[config.mk]
export PLATFORM = sky130hd
export DESIGN_NAME = fpdc_download_ctrl
export DESIGN_NICKNAME = d
export VERILOG_FILES = /design/src/inc/fpdc_pkg.sv /design/src/fpdc_fifo.sv /design/src/fpdc_download_ctrl.sv
export SDC_FILE = /design/constraint.sdc
export NUM_CORES = 1
export LEC_CHECK = 0
export ABC_AREA = 1
export ABC_CLOCK_PERIOD_IN_PS = 3900
export BUFFER_PORTS_ARGS = -buffer_cell sky130_fd_sc_hd__clkbuf_2
export CORE_MARGIN = 2
export CORE_UTILIZATION = 23
export DETAILED_ROUTE_END_ITERATION = 7
export MAX_ROUTING_LAYER = met4
export PLACE_DENSITY = 0.38
export SETUP_SLACK_MARGIN = 0.15
export SYNTH_ARGS = -nofsm -noshare
export SYNTH_HDL_FRONTEND = slang
export SYNTH_SLANG_ARGS = --single-unit
[constraint.sdc]
create_clock -name clk_in -period 3.9 [get_ports clk_in]
set_input_delay 0.78 -clock clk_in [delete_from_list [all_inputs] [get_ports clk_in]]
set_output_delay 0.78 -clock clk_in [all_outputs]
set_load 0.01 [all_outputs]
[src/inc/fpdc_pkg.sv]
// constants and carrier types for the flash program download control block
`default_nettype none
package fpdc_pkg;
  // on-chip routine image and download window
  localparam int unsigned ROUTINE_BYTES   = 2048;
  localparam int unsigned WORD_BYTES      = 4;
  localparam int unsigned ROUTINE_WORDS   = ROUTINE_BYTES / WORD_BYTES;
  localparam int unsigned WORD_CNT_W      = 10;
  localparam logic [31:0] RAM_BASE_ADDR   = 32'hffff6000;
  localparam logic [31:0] WINDOW_STEP     = 32'h00000800;
  // key code and destination select
  localparam logic [7:0]  KEY_DOWNLOAD    = 8'ha5;
  localparam logic [7:0]  KEY_RESET       = 8'h00;
  localparam logic [6:0]  DEST_MAX_VALID  = 7'h05;
  localparam int unsigned DEST_ERR_BIT    = 7;
  localparam logic [7:0]  DEST_RESET      = 8'h00;
  // result byte field positions
  localparam int unsigned RES_SEL_ERR_BIT = 2;
  localparam int unsigned RES_KEY_ERR_BIT = 1;
  localparam int unsigned RES_FAIL_BIT    = 0;
  // cpu general registers used for parameter passing
  localparam int unsigned GPR_COUNT       = 16;
  localparam logic [3:0]  GPR_RESULT      = 4'h0;
  localparam logic [3:0]  GPR_PARAM_A     = 4'h4;
  localparam logic [3:0]  GPR_PARAM_B     = 4'h5;
  // byte enables, big-endian: first byte of a word sits in the top lane
  localparam logic [3:0]  BE_WORD         = 4'hf;
  localparam logic [3:0]  BE_FIRST_BYTE   = 4'h8;
  localparam int unsigned FIFO_DEPTH      = 32;

  typedef enum logic [2:0]
  {
    ST_IDLE   = 3'b000,
    ST_CHECK  = 3'b001,
    ST_COPY   = 3'b010,
    ST_RESULT = 3'b011,
    ST_DONE   = 3'b100
  } fpdc_state_t;

  typedef struct packed
  {
    logic [31:0] addr;
    logic [31:0] data;
    logic [3:0]  byte_en;
  } fpdc_ram_req_t;
endpackage
`default_nettype wire

[src/fpdc_fifo.sv]
// word fifo between routine rom reads and ram writes
`default_nettype none
module fpdc_fifo
  import fpdc_pkg::*;
#(
  parameter int unsigned WIDTH = 32,
  parameter int unsigned DEPTH = FIFO_DEPTH
)
(
  // clock and reset
  input  wire logic             clk_in,
  input  wire logic             rst_n_in,
  // fill side
  input  wire logic             in_valid_in,
  output logic                  in_ready_out,
  input  wire logic [WIDTH-1:0] in_data_in,
  // drain side
  output logic                  out_valid_out,
  input  wire logic             out_ready_in,
  output logic [WIDTH-1:0]      out_data_out,
  // fill level
  output logic [$clog2(DEPTH):0] count_out
);
  localparam int unsigned AW = $clog2(DEPTH);

  if (DEPTH < 2 || (1 << AW) != DEPTH)
    $error("fpdc_fifo: depth must be a power of two of at least 2");

  logic [WIDTH-1:0] mem_q [DEPTH];
  logic [AW:0]      wr_ptr_q;
  logic [AW:0]      rd_ptr_q;
  wire              push = in_valid_in && in_ready_out;
  wire              pop  = out_valid_out && out_ready_in;

  assign count_out     = wr_ptr_q - rd_ptr_q;
  assign in_ready_out  = count_out != (AW + 1)'(DEPTH);
  assign out_valid_out = count_out != '0;
  assign out_data_out  = mem_q[rd_ptr_q[AW-1:0]];

  // storage has no reset: contents are meaningless until written
  always_ff @(posedge clk_in)
  begin
    if (push)
      mem_q[wr_ptr_q[AW-1:0]] <= in_data_in;
  end

  always_ff @(posedge clk_in or negedge rst_n_in)
  begin
    if (!rst_n_in)
    begin
      wr_ptr_q <= '0;
      rd_ptr_q <= '0;
    end
    else
    begin
      wr_ptr_q <= wr_ptr_q + (AW + 1)'(push);
      rd_ptr_q <= rd_ptr_q + (AW + 1)'(pop);
    end
  end
endmodule
`default_nettype wire

[src/fpdc_download_ctrl.sv]
// download control: routine copy into on-chip ram and result byte
`default_nettype none
module fpdc_download_ctrl
  import fpdc_pkg::*;
#(
  parameter int unsigned DEPTH          = FIFO_DEPTH,
  parameter logic [31:0] PROG_ROM_BASE  = 32'h00000000,
  parameter logic [31:0] ERASE_ROM_BASE = 32'h00000800,
  parameter bit          PROG_MAPPED    = 1'b1,
  parameter bit          ERASE_MAPPED   = 1'b1
)
(
  // clock and reset
  input  wire logic        clk_in,
  input  wire logic        rst_n_in,
  // interface register writes
  input  wire logic        key_wr_in,
  input  wire logic [7:0]  key_wdata_in,
  input  wire logic        dest_wr_in,
  input  wire logic [7:0]  dest_wdata_in,
  input  wire logic        prog_sel_wr_in,
  input  wire logic        prog_sel_wdata_in,
  input  wire logic        erase_sel_wr_in,
  input  wire logic        erase_sel_wdata_in,
  input  wire logic        start_wr_in,
  input  wire logic        start_wdata_in,
  // interface register state
  output logic [7:0]       key_code_register_out,
  output logic [7:0]       download_dest_select_out,
  output logic             program_routine_select_out,
  output logic             erase_routine_select_out,
  output logic             download_start_bit_out,
  output logic             busy_out,
  // routine rom, one cycle read latency
  output logic             rom_rd_out,
  output logic [31:0]      rom_addr_out,
  input  wire logic [31:0] rom_data_in,
  // on-chip ram write port
  output logic             ram_wr_valid_out,
  input  wire logic        ram_wr_ready_in,
  output fpdc_ram_req_t    ram_req_out,
  // cpu general register protection
  input  wire logic        routine_exec_in,
  output logic [GPR_COUNT-1:0] gpr_write_mask_out
);
  if (DEPTH < 4)
    $error("fpdc_download_ctrl: fifo depth below 4 cannot cover rom latency");

  localparam int unsigned CW = $clog2(DEPTH);

  fpdc_state_t       state_q, state_d;
  logic [7:0]        key_q;
  logic [7:0]        dest_q;
  logic              prog_sel_q;
  logic              erase_sel_q;
  logic              start_q;
  logic [WORD_CNT_W-1:0] rd_cnt_q;
  logic [WORD_CNT_W-1:0] wr_cnt_q;
  logic              rom_pend_q;
  logic [7:0]        result_q;
  logic [31:0]       win_base_q;
  logic [31:0]       src_base_q;

  // fifo wiring
  logic              fifo_in_ready;
  logic              fifo_out_valid;
  logic [31:0]       fifo_out_data;
  logic [CW:0]       fifo_count;

  // start write decode and checks
  wire start_take   = start_wr_in && start_wdata_in && key_q == KEY_DOWNLOAD
                      && state_q == ST_IDLE;
  wire dest_bad     = dest_q[6:0] > DEST_MAX_VALID;
  wire sel_bad      = (prog_sel_q == erase_sel_q)
                      || (prog_sel_q && !PROG_MAPPED)
                      || (erase_sel_q && !ERASE_MAPPED);
  wire key_bad      = key_q != KEY_DOWNLOAD;
  wire any_bad      = sel_bad || key_bad;
  wire [7:0] result_d = {5'h00, sel_bad, key_bad, any_bad};
  wire in_check     = state_q == ST_CHECK;
  wire in_copy      = state_q == ST_COPY;
  wire in_result    = state_q == ST_RESULT;
  wire dest_err_set = in_check && dest_bad;
  wire copy_done    = in_check && !dest_bad && any_bad
                      || in_copy && wr_cnt_q == WORD_CNT_W'(ROUTINE_WORDS);
  wire sel_clear    = in_copy && wr_cnt_q == WORD_CNT_W'(ROUTINE_WORDS);

  // rom issue: room for the word already in flight keeps the fifo honest
  wire rd_more      = rd_cnt_q != WORD_CNT_W'(ROUTINE_WORDS);
  wire fifo_room    = fifo_count < (CW + 1)'(DEPTH - 1);
  wire rom_issue    = in_copy && rd_more && fifo_room && fifo_in_ready;
  wire ram_push     = in_copy && fifo_out_valid;
  wire word_taken   = ram_push && ram_wr_ready_in;
  wire result_taken = in_result && ram_wr_ready_in;

  // next state
  always_comb
  begin
    state_d = state_q;
    unique case (state_q)
      ST_IDLE:   if (start_take) state_d = ST_CHECK;
      ST_CHECK:  state_d = dest_bad ? ST_DONE : (any_bad ? ST_RESULT : ST_COPY);
      ST_COPY:   if (copy_done) state_d = ST_RESULT;
      ST_RESULT: if (ram_wr_ready_in) state_d = ST_DONE;
      ST_DONE:   state_d = ST_IDLE;
      default:   state_d = ST_IDLE;
    endcase
  end

  always_ff @(posedge clk_in or negedge rst_n_in)
  begin
    if (!rst_n_in)
      state_q <= ST_IDLE;
    else
      state_q <= state_d;
  end

  // software registers; hardware set of the error bit wins over a write
  always_ff @(posedge clk_in or negedge rst_n_in)
  begin
    if (!rst_n_in)
    begin
      key_q       <= KEY_RESET;
      dest_q      <= DEST_RESET;
      prog_sel_q  <= 1'b0;
      erase_sel_q <= 1'b0;
    end
    else
    begin
      if (key_wr_in)
        key_q <= key_wdata_in;
      if (dest_wr_in && !busy_out)
        dest_q <= dest_wdata_in;
      if (dest_err_set)
        dest_q[DEST_ERR_BIT] <= 1'b1;
      if (sel_clear)
        prog_sel_q <= 1'b0;
      else if (prog_sel_wr_in && !busy_out)
        prog_sel_q <= prog_sel_wdata_in;
      if (sel_clear)
        erase_sel_q <= 1'b0;
      else if (erase_sel_wr_in && !busy_out)
        erase_sel_q <= erase_sel_wdata_in;
    end
  end

  // start bit stands for the whole download
  always_ff @(posedge clk_in or negedge rst_n_in)
  begin
    if (!rst_n_in)
      start_q <= 1'b0;
    else if (start_take)
      start_q <= 1'b1;
    else if (state_q == ST_DONE)
      start_q <= 1'b0;
  end

  // window, source and result latched in the check state, whatever the checks find
  always_ff @(posedge clk_in or negedge rst_n_in)
  begin
    if (!rst_n_in)
    begin
      win_base_q <= RAM_BASE_ADDR;
      src_base_q <= PROG_ROM_BASE;
      result_q   <= 8'h00;
    end
    else if (in_check)
    begin
      win_base_q <= RAM_BASE_ADDR + WINDOW_STEP * {25'h0, dest_q[6:0]};
      src_base_q <= prog_sel_q ? PROG_ROM_BASE : ERASE_ROM_BASE;
      result_q   <= result_d;
    end
  end

  // copy counters
  always_ff @(posedge clk_in or negedge rst_n_in)
  begin
    if (!rst_n_in)
    begin
      rd_cnt_q   <= '0;
      wr_cnt_q   <= '0;
      rom_pend_q <= 1'b0;
    end
    else
    begin
      rom_pend_q <= rom_issue;
      if (in_check)
      begin
        rd_cnt_q <= '0;
        wr_cnt_q <= '0;
      end
      else
      begin
        rd_cnt_q <= rd_cnt_q + WORD_CNT_W'(rom_issue);
        wr_cnt_q <= wr_cnt_q + WORD_CNT_W'(word_taken);
      end
    end
  end

  fpdc_fifo #(
    .WIDTH (32),
    .DEPTH (DEPTH)
  ) u_fifo (
    .clk_in        (clk_in),
    .rst_n_in      (rst_n_in),
    .in_valid_in   (rom_pend_q),
    .in_ready_out  (fifo_in_ready),
    .in_data_in    (rom_data_in),
    .out_valid_out (fifo_out_valid),
    .out_ready_in  (ram_wr_ready_in && in_copy),
    .out_data_out  (fifo_out_data),
    .count_out     (fifo_count)
  );

  // ram write: routine words, then the result byte at the window start
  wire [31:0] copy_addr = win_base_q + {20'h0, wr_cnt_q, 2'b00};
  assign ram_wr_valid_out     = ram_push || in_result;
  assign ram_req_out.addr     = in_result ? win_base_q : copy_addr;
  assign ram_req_out.data     = in_result ? {result_q, 24'h000000} : fifo_out_data;
  assign ram_req_out.byte_en  = in_result ? BE_FIRST_BYTE : BE_WORD;

  assign rom_rd_out   = rom_issue;
  assign rom_addr_out = src_base_q + {20'h0, rd_cnt_q, 2'b00};

  // register state out
  assign key_code_register_out      = key_q;
  assign download_dest_select_out   = dest_q;
  assign program_routine_select_out = prog_sel_q;
  assign erase_routine_select_out   = erase_sel_q;
  assign download_start_bit_out     = start_q;
  assign busy_out                   = state_q != ST_IDLE;

  // gprs: none writable during download, only the result one while a routine runs
  // r4/r5 carry inputs and are never written back
  assign gpr_write_mask_out = busy_out ? '0
                            : (routine_exec_in ? (GPR_COUNT'(1) << GPR_RESULT) : '0);
endmodule
`default_nettype wire

* Word level (Yosys, flattened, before mapping)
Memories as Yosys holds them, arrays and structs flattened.
Cells that the tools add are included.
** Storage, ports and cells
- Bits in writable memories :: 1024
- Output and inout port bits :: 138
- Bits in registers :: 122
- Logic and storage cells :: 94
- Bits of input ports :: 60
- Memories kept :: 1
** Operators by class
- Equality and inequality tests :: 13
- Add/subtract/negate cells :: 8
- Muxes and demuxes :: 24
- $lt $le $gt $ge :: 2
- Reduce and logical (&&, ||, !) cells :: 31
** Memory list
- u_fifo.mem_q :: words 32, width 32, rd ports 1, clocked after memory_dff 0, wr ports 1, RTL line fpdc_fifo.sv:29 : logic [WIDTH-1:0] mem_q [DEPTH];
** Operators with widths (count)
- $add 32x12->32 :: 2
- $mux 32 :: 2
- $add 10x1->10 :: 2
- $add 17x19->20 const A :: 1
- $mux 10 :: 2
- $logic_and 1x1->1 :: 18
- $mux 3 :: 5
- $add 6x1->6 :: 2
- $mux 1 :: 12
- $mux 12 :: 1
- $pmux 3 s4 :: 1
- $eq 10x10->1 const B :: 1
- $ne 10x10->1 const B :: 1
- $eq 8x8->1 const B :: 1
- $mux 8 :: 1
- $ne 8x8->1 const B :: 1
- $reduce_bool 2->1 :: 4
- $gt 7x3->1 const B :: 1
- $eq 3x2->1 const B :: 2
- $lt 6x5->1 const B :: 1
- $ne 6x6->1 const B :: 1
- $reduce_bool 6->1 :: 1
- $sub 6x6->6 :: 1
- $ne 2x2->1 const B :: 2
- 9 further kinds :: 12

* Logic depth before layout (Yosys ltp)
Gate-level depths: netlist of run 1.
- Depth in word-level cells :: 7
- Mapped depth :: 24
- Gate-level depth less buffers :: 22

* Modules after synthesis
Synthesis of run 1 repeated with hierarchy kept, for this count alone.
** Second synthesis, totals
- Cell total of the unflattened synthesis :: 4246
- Area total of the unflattened synthesis :: 45976.6 µm²
** By module, submodules not included
- fpdc_fifo :: area each 42359.4 µm², instances 1, sequential area each 31049.8 µm², cells an instance 3747
- fpdc_download_ctrl :: area each 3617.2 µm², instances 1, sequential area each 1408.9 µm², cells an instance 499

* Least setup slack after synthesis of run 1
Ideal clock, no wire load.
- Path type :: register to register
- From :: reg u_fifo.rd_ptr_q[2]
- To :: mem u_fifo.mem_q[15][0], enable pin
- Slack :: -29 ps
- Buffers on the path :: 4
- Clock period less this slack :: 3929 ps
- Library setup time :: 421 ps
- Arrival time :: 3508 ps
- Stages on the path, launching flop included :: 16
- Data required time :: 3479 ps
- Cells stage by stage :: dfrtp_1 > buf_2 > inv_1 > buf_2 > clkbuf_1 > ha_1 > nand2_1 > inv_1 > o21ai_1 > nand3_1 > nand2_1 > nand2_1 > nand2_1 > nand2_1 > buf_2 > nor2_1
** On the way
- Longest elaborated chain between the ends :: 5
** Ends and longest elaborated chain
- from (decl) :: RTL line fpdc_fifo.sv:31 : logic [AW:0] rd_ptr_q;
- from (signal assigned) :: RTL line fpdc_fifo.sv:57 : rd_ptr_q <= rd_ptr_q + (AW + 1)'(pop);
- $sub 6x6->6 :: RTL line fpdc_fifo.sv:35 : assign count_out = wr_ptr_q - rd_ptr_q;
- $ne 6x6->1 :: RTL line fpdc_fifo.sv:36 : assign in_ready_out = count_out != (AW + 1)'(DEPTH);
- $logic_and 1x1->1 :: RTL line fpdc_fifo.sv:32 : wire push = in_valid_in && in_ready_out;
- $mux 1 :: RTL line fpdc_fifo.sv:43 : if (push)
- $mux 1 (not written as such) :: RTL line fpdc_fifo.sv:44 : mem_q[wr_ptr_q[AW-1:0]] <= in_data_in;
- to (decl) :: RTL line fpdc_fifo.sv:29
Every way passes these cells.

==> metrics.csv, run 1 <==
stage;metric;value;unit
sta;slew-limit-headroom;37.2;%
critical_path;worstPathArrival;2890;ps
synthesis;ys_ff_latch;1092;
detailed_routing;drc;0;
sta;fin_worst_skew;81.6;ps
placement;gp_congestion;0.762;
final_layout;final_area;55500;um2
critical_path;crit_chain;buf_12, buf_16, buf_12, clkbuf_16, nor2_1, nor2_1, o21ai_0, o21ai_1, nand2_1, nand3_1, nor2_2, nor2_4, buf_6, clkbuf_2;
grt;grt_pass1_vias;29914;
pwr;p_leak;0.0199;uW
detailed_routing;routed_wl;163;mm
critical_path;r2r_start;u_fifo.rd_ptr_q[2];
synthesis;synthArstFlopShare;6.23;%
placement;dp_cells;6733;
critical_path;start_kind;flop;
critical_path;crit_buf_inv;6;
sta;final-hold-violation-count;0;
pwr;ir_drop;0.385;mV
synthesis;netlist_instances;4028;
detailed_routing;drt_first_pass_iters;5;
sta;layout_min_cycle_time;3670;ps
detailed_routing;vias;30484;
floorplan;fp-row-count;163;
floorplan;die_y;449;um
sta;clock.fmax;0.272;GHz
placement;io_buffers;158;
synthesis;ys_dominant_reg_cell;edfxtp_1;
sta;tns;0;ps
placement;pre_cts_ws;559;ps
synthesis;syn_avg_cell_area;11.3;um2
placement;place.detailed.hpwl;86.5;mm
grt;antenna_found_initial;5;
detailed_routing;ant_nets;0;
grt;grt_max_degree;91;
grt;grt_pass1_wl;226;mm
sta;fin_crit_sh;94.2;%
clock_tree;cts_tree;yes;
placement;post_dp_cell_area;50200;um2
clock_tree;h-tree-depth;3;
critical_path;crit_slowest_cell;dfrtp_4;
synthesis;ys_warn_count;0;
clock_tree;hold_buffers;0;
floorplan;dieArea;202000;um2
clock_tree;clk_pin_slew_worst_paths;60;ps
sta;setup_viol;0;
run_status;status;finished clean;
clock_tree;clk_path_buf_depth;3;
critical_path;crit_path_end_kind;primary output;
floorplan;fp.dieW;449;um
sta;worst_slack;227;ps
critical_path;critPathMaxFanout;9;
floorplan;core_area;197000;um2
grt;grt_usage;15.8;%
final_layout;final_nets;4351;
synthesis;syn_area;45500;um2
critical_path;crit_path_max_incr_delay;520;ps
final_layout;area_growth_syn_to_layout;21.9;%
sta;rsz0062_at_grt;yes;
floorplan;io_pins;198;
clock_tree;cts_sinks;1092;
critical_path;critPathTopFamily;buffers and inverters;
final_layout;layout-drive-gt1-share;14.5;%
clock_tree;cts_buffers;121;
grt;gr-total-overflow;0;
sta;final-max-slew-violation-count;0;
synthesis;ys_types;34;
critical_path;cp.required;3120;ps
critical_path;critPathKind;reg -> out;
clock_tree;cts_root_buf;clkbuf_16;
detailed_routing;drtIter0Drc;2581;
flow_run;maxCapViolations;0;
synthesis;yosysSeqAreaShare;71.3;%
clock_tree;insertion_delay;790;ps
pwr;power_density;617;nW/um2
hold_path;hold_path_class;in -> async;
sta;tightest_slew;942;ps
synthesis;synth-edff-count;1024;
sta;whs;216;ps
detailed_routing;viasPerCell;4.34;
detailed_routing;drt-wirelength-per-cell;23.2;um
critical_path;critical_path.startpoint;u_fifo.rd_ptr_q[0];
final_layout;stdcell_count;7018;
floorplan;start_util;23.1;%
final_layout;fillers;20550;
-- path summary, 6_finish.rpt --
| path | to | slack [ps] | depth (start not counted) |
|---|---|---|---|
| setup reg to reg | u_fifo.mem_q[28][6] | 770 | 13 |
| min in group clk_in | key_code_register_out[1] | 260 | 3 |
| setup / recovery | ram_req_out[22] | 230 | 14 |
| hold reg to reg | result_q[0] | 480 | 2 |
| hold / removal | rd_cnt_q[0] | 220 | 1 |
| max in group asynchronous | u_fifo.rd_ptr_q[0] | 2980 | 1 |
-- where the power goes --
part           internal, uW  switching (uW)  total [uW]
registers             13000             149       13100
clock network          6160            4910       11100
logic                  3750            6290       10000
total                 22900           11400       34300
-- worst reg2reg max path: stages, from the launching register on --
cell     delay [ps]
dfrtp_4         520
inv_4            90
ha_1            300
nand2_1         100
inv_1            40
o21ai_1         190
nand3_1         130
nand2_1          70
nand2_1          90
nand2_1         110
nand2_4         150
buf_12          250
nor2_4          550
buf_12          280
-- placed cells by master, fill, tap and decap left out, drive strengths merged --
cell	n
diode	4
a31oi	1
xor2	16
inv	126
nand3	403
edfxtp	1024
conb	39
o21ai	378
ha	19
clkinv	61
o21bai	2
fa	1
nor3	23
dfrtp	62
nand4	12
clkinvlp	1
nor2	750
o22ai	1
a21o	1
buf	188
o311ai	2
dfstp	6
xnor2	3
clkbuf	322
bufbuf	5
nand2	826
mux2	4
nand3b	1
bufinv	7
a21oi	90
-- logic make-up (layout without fill, tap and decap cells) --
| family | Yosys count | count (layout) | synth area share, % |
|---|---|---|---|
| and+or+nand+nor | 2015 | 2015 | 17.9 |
| other | 2 | 43 | 0.0165 |
| buffers and inverters | 401 | 710 | 4.56 |
| adders and majority gates | 20 | 20 | 0.566 |
| muxes | 4 | 4 | 0.0989 |
| DFF | 1092 | 1092 | 71.3 |
| xor gates and xnor gates | 19 | 19 | 0.365 |
| AOI/OAI and AO/OA | 475 | 475 | 5.26 |
-- registers in the layout, summed over array words and instances (netlist names), 3 cells and up --
signal                    cells
download_dest_select_out      8
key_code_register_out         8
rd_cnt_q                     10
result_q                      3
state_q                       3
u_fifo.mem_q               1024
u_fifo.rd_ptr_q               6
u_fifo.wr_ptr_q               6
win_base_q                    9
wr_cnt_q                     10
-- final cells by class --
class | instances | area (um2) | area share, %
flip-flops and latches | 1092 | 32500 | 58.5
multi-input cells | 2572 | 11600 | 21.0
repair buffers | 359 | 3830 | 6.89
well taps | 2640 | 3300 | 5.95
clock buffers | 156 | 3160 | 5.69
clock inverters | 70 | 592 | 1.07
inverters | 124 | 515 | 0.928
diodes | 4 | 10.0 | 0.0180
repair inverters | 1 | 8.76 | 0.0158
-- synth_stat cells (all sizes together) (3+ instances only) --
| library cell | count | area share, % |
|---|---|---|
| edfxtp | 1024 | 68 |
| xnor2 | 3 | 0.058 |
| nand3 | 403 | 4.4 |
| nor2 | 750 | 6.2 |
| clkbuf | 65 | 0.54 |
| o21ai | 378 | 4.2 |
| dfstp | 6 | 0.35 |
| nor3 | 23 | 0.25 |
| dfrtp | 62 | 3.4 |
| inv | 123 | 1.0 |
| xor2 | 16 | 0.31 |
| nand4 | 12 | 0.16 |
| nand2 | 826 | 6.8 |
| mux2 | 4 | 0.099 |
| buf | 212 | 3.0 |
| a21oi | 90 | 0.99 |
| ha | 19 | 0.52 |
-- per-stage QoR --
stage | power [uW] | utilization [%]
after floorplan | 18400 | -
after global placement | 21600 | 25.5
after detailed placement | 21600 | 25.5
after CTS | 33400 | 27.7
after global routing | 36000 | 28.2
final | 34300 | 28.2
-- per-layer routing --
layer  wire, um  vias up  track usage, %  share of wire [%]
li1           -    14315               -                  -
met1      74200    15383            20.4                 45
met2      78900      607            25.7                 48
met3       5930      179            2.18                3.6
met4       4090        0            4.66                2.5
met5          0        -               -                  0
-- timing repair --
item	4_1_cts	5_1_grt
pin swaps	3	17
buffers inserted	6	21
setup endpoints to repair	38	36
gates cloned	9	20
gates resized for setup	62	98
Power figures use the tool's default switching activity.
==> inputs of run 2 (changes only) <==
Settings changed: CORE_UTILIZATION 23 to 45, PLACE_DENSITY 0.38 to default.
==> metrics.csv, run 2 (same netlist as run 1, synthesis figures left out) <==
stage;metric;value;unit;change
run_status;status;finished clean;;
final_layout;area_growth_syn_to_layout;14.5;%;
detailed_routing;viasPerCell;5.55;;+28%
final_layout;final_cell_mix;1024 x edfxtp_1, 822 x nand2_1, 707 x nor2_1, 403 x nand3_1, 262 x o21ai_0;;
placement;gp_congestion;0.797;;+4.7%
placement;io_buffers;158;;unchanged
detailed_routing;drtIter0Drc;3764;;+46%
critical_path;critPathKind;reg -> out;;
pwr;p_sw;10100;uW;-11%
clock_tree;h-tree-depth;3;;unchanged
sta;rsz0062_at_grt;yes;;
final_layout;antenna_cells;0;;-4
clock_tree;cts_sinks;1092;;unchanged
final_layout;layout-drive-gt1-share;12.2;%;-2.4 points
floorplan;io_pins;198;;unchanged
critical_path;worstPathArrival;2940;ps;+50 ps
final_layout;final_common_cell;edfxtp_1;;
final_layout;final_area;52200;um2;-6.1%
placement;place.detailed.hpwl;68.4;mm;-21%
pwr;p_leak;0.0191;uW;-3.7%
hold_path;hold_path_class;in -> async;;
clock_tree;insertion_delay;700;ps;-90 ps
clock_tree;clk_path_buf_depth;3;;unchanged
critical_path;cp.required;3120;ps;about the same
clock_tree;cts_root_buf;clkbuf_16;;
grt;grt_pass1_wl;190;mm;-16%
sta;tightest_slew;917;ps;-24.5 ps
critical_path;start_kind;flop;;
floorplan;start_util;45.5;%;+22 points
detailed_routing;wl_met2;63.9;mm;-19%
pwr;pwr-share-comb;26.5;%;-2.8 points
flow_run;maxCapViolations;0;;unchanged
pwr;sw_frac_of_total;32.0;%;-1.1 points
detailed_routing;drt_first_pass_iters;6;;+1
pwr;power_density;605;nW/um2;-1.9%
pwr;p_int;21400;uW;-6.4%
detailed_routing;routed_wl;133;mm;-18%
grt;grt_pass1_vias;28984;;-3.1%
clock_tree;cts_buffers;112;;-7.4%
floorplan;core_area;100000;um2;-49%
sta;final-max-slew-violation-count;0;;unchanged
sta;setup_viol;0;;unchanged
grt;grt_usage;25.7;%;+10 points
detailed_routing;met3_length;11.2;mm;+89%
detailed_routing;top_layer;met4;;
grt;antenna_found_initial;1;;-4
detailed_routing;vias;31038;;+1.8%
floorplan;fp-row-count;116;;-29%
pwr;ir_drop;0.428;mV;+11%
clock_tree;cts_tree;yes;;
final_layout;final_util;52.1;%;+24 points
sta;clock.fmax;0.269;GHz;-1.2%
floorplan;die_y;322;um;-28%
floorplan;dieArea;104000;um2;-49%
grt;gr-total-overflow;0;;unchanged
clock_tree;clk_pin_slew_worst_paths;60;ps;about the same
sta;tns;0;ps;unchanged
sta;layout_min_cycle_time;3720;ps;+43.4 ps
detailed_routing;ant_nets;0;;unchanged
sta;fin_worst_skew;26.7;ps;-54.9 ps
detailed_routing;wl_met1;55.1;mm;-26%
critical_path;critPathMaxFanout;95;;+86
detailed_routing;drc;0;;unchanged
pwr;clkPwrFrac;32.0;%;-0.3 points
final_layout;largest_register_ffs;1024;;unchanged
final_layout;final_nets;4288;;-1.4%
detailed_routing;drt-wirelength-per-cell;23.9;um;+2.6%
placement;post_dp_cell_area;48100;um2;-4.2%
sta;fin_crit_sh;95.3;%;+1.1 points
sta;slew-limit-headroom;38.9;%;+1.6 points
grt;grt_max_degree;97;;+6.6%
sta;final-hold-violation-count;0;;unchanged
pwr;seqPwrFrac;41.6;%;+3.3 points
critical_path;crit_path_end_kind;primary output;;
floorplan;fp.dieW;322;um;-28%
==> run 2: changes by cell type in the layout (fill, tap and decap cells not counted), moves of 11 or more <==
| cell | change |
|---|---|
| nor2_1 | +39 |
| nor2_2 | -28 |
| buf_6 | -20 |
| buf_12 | -18 |
| clkbuf_16 | -14 |
| clkbuf_1 | -13 |
| nor2_4 | -11 |
==> run 2: cell type report <==
type,instances,area (um2)
tap,1298,1620
clock buffer,136,2940
fill,8674,48000
timing repair inverter,2,20.0
timing repair buffer,304,2710
sequential,1092,32500
multi-input combinational,2572,11400
inverter,124,502
clock inverter,67,454
==> run 2: what timing repair did <==
action	in CTS	in global routing
hold buffers	0	0
gates resized for setup	19	29
setup buffers	2	11
cloned	4	12
endpoints found under the setup margin	24	31
pin swaps	0	5
==> run 2: worst paths after layout <==
check,start,cells after the start,slack (ps),end
min in group clk_in,key_wdata_in[4],3,290,key_code_register_out[4]
worst max register to register,u_fifo.rd_ptr_q[0],14,440,u_fifo.mem_q[3][19]
worst min register to register,result_q[0],2,480,result_q[0]
worst min-delay path,rst_n_in,1,210,key_code_register_out[0]
max in group asynchronous,rst_n_in,1,2970,u_fifo.rd_ptr_q[2]
worst max-delay path,u_fifo.rd_ptr_q[1],10,180,ram_req_out[23]
==> run 2: worst max-delay path, stage by stage (launching register included) <==
cell	delay, ps
dfrtp_4	550
inv_8	180
buf_16	380
o21ai_0	170
o21ai_0	170
nand2_1	70
nand3_1	70
nor2_1	70
nor2_1	130
buf_4	180
clkbuf_2	170
==> run 2: through the flow <==
| step | hold slack (ps) | worst slack, ps | total power (uW) | instances |
|---|---|---|---|---|
| 2_1_floorplan | 449 | -29.4 | 18400 | 4065 |
| 3_3_place_gp | 466 | 625 | 20600 | 5363 |
| 3_5_place_dp | 470 | 672 | 20700 | 5363 |
| 4_1_cts | 220 | 65.9 | 31000 | 5572 |
| 5_1_grt | 250 | 50.1 | 33000 | 5595 |
| 6_report | 209 | 184 | 31600 | 5595 |
==> run 2: power by group through the flow <==
stage / logic [uW] / clock network (uW) / registers [uW]
2_1_floorplan: 5080 / 0 / 13300
3_3_place_gp: 7260 / 0 / 13400
3_5_place_dp: 7290 / 0 / 13400
4_1_cts: 7640 / 10200 / 13200
5_1_grt: 9200 / 10700 / 13100
6_report: 8350 / 10100 / 13100
==> run 2: per-layer routing <==
metal / track usage (%) / vias to the layer above
met3: 3.73 / 225
met1: 34.9 / 15226
li1: - / 14166
met5: - / -
met4: 6.60 / 0
met2: 41.0 / 1421
